### src/hdl/igr_pkg.sv
// shared constants, register map and bus carriers of the input gain-ranging control
package igr_pkg;

  localparam int          SAMPLE_W       = 14;
  localparam int          MAG_W          = 14;
  localparam int          THR_W          = 10;
  localparam int          DWELL_W        = 20;
  localparam int          RELIN_W        = 6;
  localparam int          CODE_W         = 3;
  localparam int          ADR_W          = 8;

  localparam logic [7:0]  OFS_CTRL       = 8'h00;
  localparam logic [7:0]  OFS_UPPER      = 8'h04;
  localparam logic [7:0]  OFS_LOWER      = 8'h08;
  localparam logic [7:0]  OFS_DWELL      = 8'h0c;
  localparam logic [7:0]  OFS_STATUS     = 8'h10;

  localparam int          CTRL_EN_BIT    = 0;
  localparam int          CTRL_DLY_LSB   = 8;
  localparam int          ST_CODE_LSB    = 0;
  localparam int          ST_RELIN_LSB   = 4;
  localparam int          ST_BUSY_BIT    = 8;
  localparam int          ST_DWELL_BIT   = 9;

  localparam logic [THR_W-1:0]   UPPER_RST = 10'h3ff;
  localparam logic [THR_W-1:0]   LOWER_RST = 10'h000;
  localparam logic [DWELL_W-1:0] DWELL_RST = 20'h00001;
  localparam logic [RELIN_W-1:0] DLY_RST   = 6'h00;
  localparam logic [CODE_W-1:0]  CODE_MIN  = 3'h0;
  localparam logic [CODE_W-1:0]  CODE_MAX  = 3'h7;

  typedef enum logic [1:0] {
    IGR_OFF     = 2'b00,
    IGR_COMPARE = 2'b01,
    IGR_DWELL   = 2'b10
  } igr_state_t;

  typedef struct packed {
    logic             cyc;
    logic             stb;
    logic             we;
    logic [ADR_W-1:0] adr;
    logic [3:0]       sel;
    logic [31:0]      dat;
  } igr_wb_req_t;

  typedef struct packed {
    logic        ack;
    logic [31:0] dat;
  } igr_wb_rsp_t;

endpackage

### src/hdl/igr_gain_ctrl.sv
// input gain-ranging control with classic wishbone register slave
//
// The Wishbone slave port and the address map were decided locally.
`timescale 1ns/1ns

// Notes on behaviour
// - the block produces a three-bit gain code.
// - with gain control enabled, the three code pins are driven as outputs carrying the code.
// - a sample magnitude above the upper threshold lowers the code by one step.
// - a lowering takes effect at once, with no dwell wait, to avoid converter overflow.
// - a sample magnitude below the lower threshold raises the code by one, only after the dwell.
// - falling below the lower threshold loads the dwell countdown from the 20-bit dwell setting.
// - the countdown drops by one each clock while samples stay below the lower threshold.
// - when the countdown reaches one the code is raised by one step.
// - a sample at or above the lower threshold abandons the pending raise and resumes comparing.
// - 10-bit thresholds are compared with the top 10 bits of the absolute sample magnitude.
// - the code reaches relinearization after a programmable 6-bit delay of up to 63 clocks.
// - new adjustments requested while an earlier relinearization delay runs are ignored.
// - enabling gain control forces the code to zero, minimum external gain, first.
module igr_gain_ctrl
  import igr_pkg::*;
(
  input  wire logic                  ref_clk,
  input  wire logic                  reset,
  input  wire igr_pkg::igr_wb_req_t  wb_req,
  output igr_pkg::igr_wb_rsp_t       wb_rsp,
  input  wire logic [igr_pkg::SAMPLE_W-1:0] sample,
  output logic [igr_pkg::CODE_W-1:0] gain_step_code,
  output logic                       gain_step_code_oe,
  output logic [igr_pkg::CODE_W-1:0] relin_code
);
  import igr_pkg::*;

  // byte-lane merge shared by every writable register
  function automatic logic [31:0] merge_lanes(input logic [31:0] old_val,
                                              input logic [31:0] wr_val,
                                              input logic [3:0]  sel);
    logic [31:0] res;
    res = old_val;
    for (int i = 0; i < 4; i++) begin
      if (sel[i]) begin
        res[i*8 +: 8] = wr_val[i*8 +: 8];
      end
    end
    return res;
  endfunction

  // saturating one-step move of the gain code
  function automatic logic [CODE_W-1:0] step_code(input logic [CODE_W-1:0] code,
                                                  input logic              up);
    logic [CODE_W-1:0] res;
    res = code;
    if (up) begin
      if (code != CODE_MAX) begin
        res = code + 3'h1;
      end
    end else begin
      if (code != CODE_MIN) begin
        res = code - 3'h1;
      end
    end
    return res;
  endfunction

  // ---------------- register file ----------------
  logic                 gc_enable;
  logic [RELIN_W-1:0]   relin_delay;
  logic [THR_W-1:0]     upper_thr;
  logic [THR_W-1:0]     lower_thr;
  logic [DWELL_W-1:0]   dwell_time;
  logic                 ack;
  logic [31:0]          rd_data;

  logic                 next_gc_enable;
  logic [RELIN_W-1:0]   next_relin_delay;
  logic [THR_W-1:0]     next_upper_thr;
  logic [THR_W-1:0]     next_lower_thr;
  logic [DWELL_W-1:0]   next_dwell_time;
  logic                 next_ack;
  logic [31:0]          next_rd_data;

  // gain path state
  igr_state_t           state;
  logic [DWELL_W-1:0]   dwell_cnt;
  logic [CODE_W-1:0]    code;
  logic [RELIN_W-1:0]   relin_cnt;
  logic [CODE_W-1:0]    relin_pend;
  logic [CODE_W-1:0]    relin_out;

  logic                 req;
  logic [31:0]          ctrl_word;
  logic [31:0]          upper_word;
  logic [31:0]          lower_word;
  logic [31:0]          dwell_word;
  logic [31:0]          status_word;
  logic [31:0]          wr_ctrl;
  logic [31:0]          wr_upper;
  logic [31:0]          wr_lower;
  logic [31:0]          wr_dwell;

  assign req = wb_req.cyc && wb_req.stb && !ack;

  always_comb begin
    ctrl_word                              = 32'h0;
    ctrl_word[CTRL_EN_BIT]                 = gc_enable;
    ctrl_word[CTRL_DLY_LSB +: RELIN_W]     = relin_delay;
    upper_word                             = {22'h0, upper_thr};
    lower_word                             = {22'h0, lower_thr};
    dwell_word                             = {12'h0, dwell_time};
    status_word                            = 32'h0;
    status_word[ST_CODE_LSB +: CODE_W]     = code;
    status_word[ST_RELIN_LSB +: CODE_W]    = relin_out;
    status_word[ST_BUSY_BIT]               = (relin_cnt != 6'h00);
    status_word[ST_DWELL_BIT]              = (state == IGR_DWELL);
    wr_ctrl  = merge_lanes(ctrl_word, wb_req.dat, wb_req.sel);
    wr_upper = merge_lanes(upper_word, wb_req.dat, wb_req.sel);
    wr_lower = merge_lanes(lower_word, wb_req.dat, wb_req.sel);
    wr_dwell = merge_lanes(dwell_word, wb_req.dat, wb_req.sel);
  end

  always_comb begin
    next_gc_enable   = gc_enable;
    next_relin_delay = relin_delay;
    next_upper_thr   = upper_thr;
    next_lower_thr   = lower_thr;
    next_dwell_time  = dwell_time;
    next_ack         = req;
    next_rd_data     = 32'h0;
    if (req && wb_req.we) begin
      case (wb_req.adr)
        OFS_CTRL: begin
          next_gc_enable   = wr_ctrl[CTRL_EN_BIT];
          next_relin_delay = wr_ctrl[CTRL_DLY_LSB +: RELIN_W];
        end
        OFS_UPPER: next_upper_thr  = wr_upper[THR_W-1:0];
        OFS_LOWER: next_lower_thr  = wr_lower[THR_W-1:0];
        OFS_DWELL: next_dwell_time = wr_dwell[DWELL_W-1:0];
        default: begin
        end
      endcase
    end else if (req) begin
      // unmapped addresses still acknowledge and read as zero
      case (wb_req.adr)
        OFS_CTRL:   next_rd_data = ctrl_word;
        OFS_UPPER:  next_rd_data = upper_word;
        OFS_LOWER:  next_rd_data = lower_word;
        OFS_DWELL:  next_rd_data = dwell_word;
        OFS_STATUS: next_rd_data = status_word;
        default:    next_rd_data = 32'h0;
      endcase
    end
  end

  always_ff @(posedge ref_clk) begin
    if (reset) begin
      gc_enable   <= 1'b0;
      relin_delay <= DLY_RST;
      upper_thr   <= UPPER_RST;
      lower_thr   <= LOWER_RST;
      dwell_time  <= DWELL_RST;
      ack         <= 1'b0;
      rd_data     <= 32'h0;
    end else begin
      gc_enable   <= next_gc_enable;
      relin_delay <= next_relin_delay;
      upper_thr   <= next_upper_thr;
      lower_thr   <= next_lower_thr;
      dwell_time  <= next_dwell_time;
      ack         <= next_ack;
      rd_data     <= next_rd_data;
    end
  end

  assign wb_rsp.ack = ack;
  assign wb_rsp.dat = rd_data;

  // ---------------- gain path ----------------
  logic [MAG_W-1:0]     mag;
  logic [THR_W-1:0]     mag_top;
  logic                 over_upper;
  logic                 under_lower;
  logic                 busy;

  igr_state_t           next_state;
  logic [DWELL_W-1:0]   next_dwell_cnt;
  logic [CODE_W-1:0]    next_code;
  logic [RELIN_W-1:0]   next_relin_cnt;
  logic [CODE_W-1:0]    next_relin_pend;
  logic [CODE_W-1:0]    next_relin_out;
  logic                 adjust;
  logic [CODE_W-1:0]    adj_code;

  always_comb begin
    // the most negative sample maps to 2^13, which still fits the unsigned magnitude
    if (sample[SAMPLE_W-1]) begin
      mag = MAG_W'(-sample);
    end else begin
      mag = MAG_W'(sample);
    end
  end

  assign mag_top     = mag[MAG_W-1 -: THR_W];
  assign over_upper  = mag_top > upper_thr;
  assign under_lower = mag_top < lower_thr;
  assign busy        = (relin_cnt != 6'h00);

  always_comb begin
    next_state      = state;
    next_dwell_cnt  = dwell_cnt;
    next_code       = code;
    next_relin_cnt  = relin_cnt;
    next_relin_pend = relin_pend;
    next_relin_out  = relin_out;
    adjust          = 1'b0;
    adj_code        = code;
    case (state)
      IGR_OFF: begin
        next_code      = CODE_MIN;
        next_dwell_cnt = '0;
        next_relin_cnt = '0;
        next_relin_out = CODE_MIN;
        if (gc_enable) begin
          next_state = IGR_COMPARE;
        end
      end
      IGR_COMPARE: begin
        if (over_upper) begin
          adjust   = 1'b1;
          adj_code = step_code(code, 1'b0);
        end else if (under_lower) begin
          next_state     = IGR_DWELL;
          next_dwell_cnt = dwell_time;
        end
      end
      IGR_DWELL: begin
        if (over_upper) begin
          next_state = IGR_COMPARE;
          adjust     = 1'b1;
          adj_code   = step_code(code, 1'b0);
        end else if (!under_lower) begin
          next_state = IGR_COMPARE;
        end else if (dwell_cnt <= 20'h00001) begin
          // a zero dwell setting behaves as one so the timer cannot wrap
          next_state = IGR_COMPARE;
          adjust     = 1'b1;
          adj_code   = step_code(code, 1'b1);
        end else begin
          next_dwell_cnt = dwell_cnt - 20'h00001;
        end
      end
      default: begin
        next_state = IGR_OFF;
      end
    endcase

    if (state != IGR_OFF) begin
      if (busy) begin
        next_relin_cnt = relin_cnt - 6'h01;
        if (relin_cnt == 6'h01) begin
          next_relin_out = relin_pend;
        end
      end
      // a request during a running relinearization delay is dropped
      if (adjust && !busy && adj_code != code) begin
        next_code = adj_code;
        if (relin_delay == 6'h00) begin
          next_relin_out = adj_code;
        end else begin
          next_relin_cnt  = relin_delay;
          next_relin_pend = adj_code;
        end
      end
    end

    // a relinearization delay still running at disable must not land a stale code later
    if (!gc_enable) begin
      next_state     = IGR_OFF;
      next_code      = CODE_MIN;
      next_relin_cnt = '0;
      next_relin_out = CODE_MIN;
    end
  end

  always_ff @(posedge ref_clk) begin
    if (reset) begin
      state      <= IGR_OFF;
      dwell_cnt  <= '0;
      code       <= CODE_MIN;
      relin_cnt  <= '0;
      relin_pend <= CODE_MIN;
      relin_out  <= CODE_MIN;
    end else begin
      state      <= next_state;
      dwell_cnt  <= next_dwell_cnt;
      code       <= next_code;
      relin_cnt  <= next_relin_cnt;
      relin_pend <= next_relin_pend;
      relin_out  <= next_relin_out;
    end
  end

  assign gain_step_code    = code;
  assign gain_step_code_oe = gc_enable;
  assign relin_code        = relin_out;

endmodule

### config.mk
export PLATFORM = sky130hd
export DESIGN_NAME = igr_gain_ctrl
export DESIGN_NICKNAME = d
export VERILOG_FILES = /design/src/hdl/igr_pkg.sv /design/src/hdl/igr_gain_ctrl.sv
export SDC_FILE = /design/constraint.sdc
export NUM_CORES = 1
export LEC_CHECK = 0
export BUFFER_PORTS_ARGS = -buffer_cell sky130_fd_sc_hd__buf_2
export CAP_MARGIN = 15
export CORE_ASPECT_RATIO = 0.9
export CORE_MARGIN = 5
export CORE_UTILIZATION = 41
export CTS_BUF_LIST = sky130_fd_sc_hd__clkbuf_8 sky130_fd_sc_hd__clkbuf_16
export DETAILED_ROUTE_END_ITERATION = 10
export GPL_TIMING_DRIVEN = 0
export REMOVE_ABC_BUFFERS = 1
export SLEW_MARGIN = 10
export SYNTH_ARGS = -nofsm -noshare
export SYNTH_HDL_FRONTEND = slang
export SYNTH_SLANG_ARGS = --single-unit
### constraint.sdc
create_clock -name ref_clk -period 7.1 [get_ports ref_clk]
set_input_delay 1.065 -clock ref_clk [delete_from_list [all_inputs] [get_ports ref_clk]]
set_output_delay 1.065 -clock ref_clk [all_outputs]
set_load 0.05 [all_outputs]
==> results of run 1 <==
==> power by group <==
group / internal, W / total (W) / switching, W
clock network: 0.000245 / 0.000489 / 0.000243
registers: 0.000588 / 0.000589 / 0.000000145
logic: 0.0000303 / 0.0000900 / 0.0000598
==> registers in the layout, indices dropped and copies added, names as in the netlist <==
name	flops
dwell_cnt	20
dwell_time	20
rd_data	20
lower_thr	10
upper_thr	10
relin_cnt	6
relin_delay	6
gain_step_code	3
relin_code	3
relin_pend	3
state	2
ack	1
gain_step_code_oe	1
==> cells by family (layout without fill, tap and decap cells) <==
kind of cell	after synthesis	in the layout	synth area share
other	1	12	0.0006135
AND/OR/NAND/NOR	307	307	0.2446
flip-flops	105	105	0.3439
AO/OA/AOI/OAI	156	156	0.1679
buffers and inverters	87	131	0.06816
multiplexers	46	46	0.07554
adder cells (fa/ha/maj)	31	31	0.06346
XOR/XNOR	25	25	0.03582
==> cell type report <==
type,instances,area [µm²]
sequential,105,2102
multi-input combinational,577,3650
clock buffer,9,225.2
tap,198,247.7
timing repair buffer,80,425.4
fill,1441,7816
clock inverter,7,63.81
inverter,35,131.4
==> critical path, cell delays in order <==
cell and delay, ps:
buf_2 110, or4_1 580, nor4_1 250, nand2b_1 170
or4_1 470, nor4b_1 430, ha_1 330, nand4_1 150
nor2_1 90, or4_4 490, or2_4 290, or4b_4 520
and4_4 210, o21ai_2 760, nor4b_2 380, nor3_2 60
==> per-stage QoR <==
stage	total power [W]	cell area, µm²	hold slack, ps
6_report	0.001167	6845	492.7
5_1_grt	0.001207	6845	514.4
4_1_cts	0.001174	6845	490.3
3_5_place_dp	0.0006920	6556	478.4
3_3_place_gp	0.0006895	6501	453.0
2_1_floorplan	0.0006527	5868	438.1
==> layer usage <==
| metal | routed length [µm] | vias to the layer above |
|---|---|---|
| li1 | - | 2744 |
| met1 | 8010 | 2601 |
| met2 | 7954 | 179 |
| met3 | 1106 | 23 |
| met4 | 332 | 0 |
| met5 | 0 | - |
==> path summary, 6_finish.rpt <==
| path | start | depth (start not counted) | to | slack (ps) |
|---|---|---|---|---|
| setup / recovery | sample[0] | 16 | relin_pend[2]$_SDFFE_PP0P_ | 940 |
| hold / removal | dwell_cnt[9]$_SDFFE_PP0P_ | 2 | dwell_cnt[9]$_SDFFE_PP0P_ | 490 |
| setup reg to reg | state[0]$_SDFFE_PP0P_ | 11 | relin_pend[2]$_SDFFE_PP0P_ | 2220 |
| hold reg to reg | dwell_cnt[9]$_SDFFE_PP0P_ | 2 | dwell_cnt[9]$_SDFFE_PP0P_ | 490 |
==> cell usage in the layout, fill, tap and decap left out, drive strengths merged, types with 3 or more instances in the layout <==
master / instances
dfxtp: 105
nor2: 100
nand2: 83
buf: 80
mux2i: 45
o21ai: 44
a21oi: 43
inv: 37
ha: 31
nand3: 25
nor3: 23
xnor2: 17
a211o: 14
conb: 12
a22oi: 11
nand4: 10
nor4: 10
clkbuf: 9
and2: 9
xor2: 8
nor4b: 8
nand2b: 7
a22o: 6
a31oi: 6
or4: 6
nor2b: 5
a222oi: 5
and3: 4
o2111ai: 4
clkinvlp: 4
or2: 4
o31ai: 3
nand3b: 3
or3: 3
a21o: 3
nor3b: 3
==> results.yml, run 1 <==
clocking:
  root_buffer: "clkbuf_16"
  cts_setup_buffers: 0
  clkTransAtPathRegs_ps: 80
  htreeDepth: 3
  ctsHoldBuffers: 0
  post_cts_resized: 0
  cts_buffers: 9
  cts_buffer_depth: 2
  cts_tree: "yes"
  clkLatencyLatePin_ps: 350
  clock_sinks: 105
finish:
  antennaDiodeCount: 0
  nNetsFinal: 902
  stdcell_count: 1011
  drive_gt1_frac: 0.1476
  final_core_util: 0.4669
  area_growth_pct: 12.00
power_and_ir_drop:
  p_leak_nw: 2.678
  irDropWorstVdd_mv: 0.1229
  power_density_mw_per_mm2: 170.5
worst_setup_path:
  worstPathArrival_ps: 6370
  cp_max_fo: 22
  worstPathRequired_ps: 7310
  crit_type: "primary input to flip-flop"
  setup.worst_path.end_class: "flip-flop"
  startpoint_type: "primary input"
global_route:
  track_usage: 0.1948
  grt_pass1_wl_um: 28030
  use_met3: 0.03412
  grt_util_met2: 0.3195
  grt_pass1_vias: 5484
  grt_start_max_net_pins: 73
  antenna_found_initial: 0
  top_usage_layer: "met2"
  grt_util_met1: 0.2665
  grt_overflow: 0
place:
  port_buffers: 77
  dpl.cell_count: 995
  pre_cts_ws_ps: 603.2
  dpl.hpwl_um: 12770
  place_congestion: 0.8223
synthesis:
  ys_ff_latch: 105
  async_flop_share: 0
  yosys-top-cells-count: "105 x dfxtp_1, 100 x nor2_1, 82 x nand2_1"
  synth_top_area_frac: 0.3439
  yosys-top-cells-area: "dfxtp_1 34%, mux2i_1 7.4%, ha_1 6.3%, nor2_1 6.1%, nand2_1 5.0%"
  syn_area_mm2: 0.006112
  syn-mean-instance-area_um2: 8.063
  yosysWarnings: 0
  synth_area_leader_cell: "dfxtp_1"
  yosysMostFrequentCell: "dfxtp_1"
  ys_types: 67
  ys_seq_area_frac: 0.3439
  synth_top_flop_cell: "dfxtp_1"
  syn_inst: 758
  synth-edff-count: 0
sta:
  final.setup_skew_ps: 8.064
  slew_violations: 0
  setup_viol: 0
  fmax_mhz: 162.4
  maxSlewHeadroom: 0.2553
  tightest_slew_ps: 1113
  hold_violations: 0
  post-route-period-util: 0.8675
  rsz0062_at_grt: "no"
  fin_setup_tns_ps: 0
  worst_slack_ps: 940.6
  fin_crit_ps: 6159
floorplan:
  io_pins: 103
  coreArea_mm2: 0.01466
  placementRows: 42
  start_util: 0.4169
  dieWidth_um: 138.7
  die_area_mm2: 0.01745
  fp.dieH_um: 125.8
routing:
  dr.pass1.iters: 5
  vias: 5547
  drc_errors: 0
  wirelength_um: 17400
  drtIter0Drc: 432
  wl_per_cell_um: 17.21
  vias_per_cell: 5.487
  antenna_left: 0
hold_path:
  min_path_type: "flip-flop to flip-flop"
status:
  status: "finished clean"
run:
  cap_violations: 0
Power figures use the tool's default switching activity.
==> run 2, diff against run 1 <==
--- a/config.mk
+++ b/config.mk
@@ -7,12 +7,15 @@
 export LEC_CHECK = 0
 export BUFFER_PORTS_ARGS = -buffer_cell sky130_fd_sc_hd__buf_2
 export CAP_MARGIN = 15
+export CELL_PAD_IN_SITES_DETAIL_PLACEMENT = 1
+export CELL_PAD_IN_SITES_GLOBAL_PLACEMENT = 1
 export CORE_ASPECT_RATIO = 0.9
 export CORE_MARGIN = 5
 export CORE_UTILIZATION = 41
 export CTS_BUF_LIST = sky130_fd_sc_hd__clkbuf_8 sky130_fd_sc_hd__clkbuf_16
 export DETAILED_ROUTE_END_ITERATION = 10
 export GPL_TIMING_DRIVEN = 0
+export PLACE_DENSITY_LB_ADDON = 0.1
 export REMOVE_ABC_BUFFERS = 1
 export SLEW_MARGIN = 10
 export SYNTH_ARGS = -nofsm -noshare
==> results.yml, run 2 (same netlist as run 1, synthesis figures left out) <==
routing:
  drc_errors: 0
  dr.pass1.iters: 4
  wirelength_um: 19260
  wl_per_cell_um: 19.05
  drtIter0Drc: 318
  vias_per_cell: 5.579
  antenna_left: 0
  vias: 5640
global_route:
  grt_pass1_vias: 5969
  grt_pass1_wl_um: 31440
  grt_start_max_net_pins: 73
  track_usage: 0.2201
  grt_overflow: 0
  antenna_found_initial: 0
finish:
  top_regs: "dwell_cnt x20, dwell_time x20, rd_data x20"
  multi_input_area_mm2: 0.003652
  fillers: 1814
  ff_latch_area_mm2: 0.002102
  antennaDiodeCount: 0
  final_cell_mix: "105 x dfxtp_1, 100 x nor2_1, 82 x nand2_1"
  final_common_cell: "dfxtp_1"
  drive_gt1_frac: 0.1488
  nNetsFinal: 902
  area_growth_pct: 12.30
worst_setup_path:
  endpoint: "relin_pend[2]$_SDFFE_PP0P_"
  r2r-end: "relin_pend[2]$_SDFFE_PP0P_"
  worstPathRequired_ps: 7320
  worstPathArrival_ps: 6420
  r2r_cells: 11
  cp_max_fo: 22
  r2r_slack_ps: 2240
  crit_start: "sample[0]"
  crit_type: "primary input to flip-flop"
  r2r_start: "state[0]$_SDFFE_PP0P_"
  setup.worst_path.end_class: "flip-flop"
  startpoint_type: "primary input"
sta:
  whs_ps: 493.2
  setup_viol: 0
  fmax_mhz: 161.3
  post-route-period-util: 0.8733
  hold_violations: 0
  slew_violations: 0
  fin_setup_tns_ps: 0
  fin_crit_ps: 6201
  tightest_slew_ps: 1100
  maxSlewHeadroom: 0.2651
  worst_slack_ps: 899.4
  rsz0062_at_grt: "no"
  final.setup_skew_ps: 7.155
place:
  place_congestion: 0.9060
  port_buffers: 77
  pre_cts_ws_ps: 528.0
  dpl.hpwl_um: 14300
clocking:
  cts_setup_buffers: 0
  cts_buffer_depth: 2
  htreeDepth: 3
  ctsHoldBuffers: 0
  clock_sinks: 105
  cts_tree: "yes"
  clkLatencyLatePin_ps: 360
  clkTransAtPathRegs_ps: 70
  post_cts_resized: 0
  cts_buffers: 9
  root_buffer: "clkbuf_16"
power_and_ir_drop:
  p_leak_nw: 2.697
  p_total_w: 0.001215
  irDropWorstVdd_mv: 0.1292
  power_density_mw_per_mm2: 177.1
floorplan:
  die_area_mm2: 0.01745
  start_util: 0.4169
  dieWidth_um: 138.7
  io_pins: 103
  coreArea_mm2: 0.01466
  fp.dieH_um: 125.8
  placementRows: 42
run:
  cap_violations: 0
status:
  status: "finished clean"
hold_path:
  min_path_type: "flip-flop to flip-flop"
## run 2: cell count changes in the layout (fill, tap and decap cells not counted)
cell	before	now
clkinvlp_4	4	1
clkinv_4	0	2
buf_2	76	77
buf_6	2	1
bufinv_16	0	1
ha_1	31	30
ha_2	0	1
inv_6	0	1
inv_8	3	2
## run 2: power breakdown
part	internal, W	leakage (nW)	switching (W)
Clock	0.000281	0.150	0.000253
Combinational	0.0000306	1.70	0.0000613
Sequential	0.000588	0.846	0.000000149
Total	0.000900	2.70	0.000315
## run 2: worst min-delay path by stage
stage | startpoint | to | slack (ps) | cells after the start
finish | dwell_cnt[1]$_SDFFE_PP0P_ | dwell_cnt[1]$_SDFFE_PP0P_ | 490 | 2
global route | dwell_time[19]$_SDFFE_PP0P_ | rd_data[19]$_SDFF_PP0_ | 520 | 1
CTS | dwell_cnt[1]$_SDFFE_PP0P_ | dwell_cnt[1]$_SDFFE_PP0P_ | 490 | 2
detailed placement | dwell_cnt[1]$_SDFFE_PP0P_ | dwell_cnt[1]$_SDFFE_PP0P_ | 470 | 2
global placement | dwell_cnt[1]$_SDFFE_PP0P_ | dwell_cnt[1]$_SDFFE_PP0P_ | 450 | 2
floorplan | dwell_cnt[1]$_SDFFE_PP0P_ | dwell_cnt[1]$_SDFFE_PP0P_ | 440 | 2
## run 2: area by class of cell
type	instances	share of cell area
repair buffers	80	0.06106
clock inverters	7	0.01258
inverters	35	0.01914
multi-input cells	577	0.5321
flip-flops and latches	105	0.3062
clock buffers	9	0.03281
well taps	198	0.03609
## run 2: per-stage QoR
step                      utilization  instance area [µm²]  instances
after floorplan                     -                 5868        717
after global placement         0.4434                 6501        992
after detailed placement       0.4469                 6553        995
after CTS                      0.4682                 6864       1011
after global routing           0.4682                 6864       1011
final                          0.4682                 6864       1011
## run 2: layer usage
layer	wire (µm)	part of all wire	up-vias	track usage
met3	837	0.043	25	0.04170
li1	-	-	2742	-
met4	352	0.018	0	0.04776
met5	0	0	-	0
met1	8668	0.45	2747	0.2834
met2	9397	0.49	126	0.3863
## run 2: worst max-delay path: stages
cell	delay [ps]
buf_2	110
or4_1	580
nor4_1	290
nand2b_1	170
or4_1	470
nor4b_1	470
ha_1	340
nand4_1	160
nor2_1	90
or4_4	490
or2_4	290
or4b_4	520
and4_4	210
o21ai_2	730
nor4b_2	360
nor3_2	60
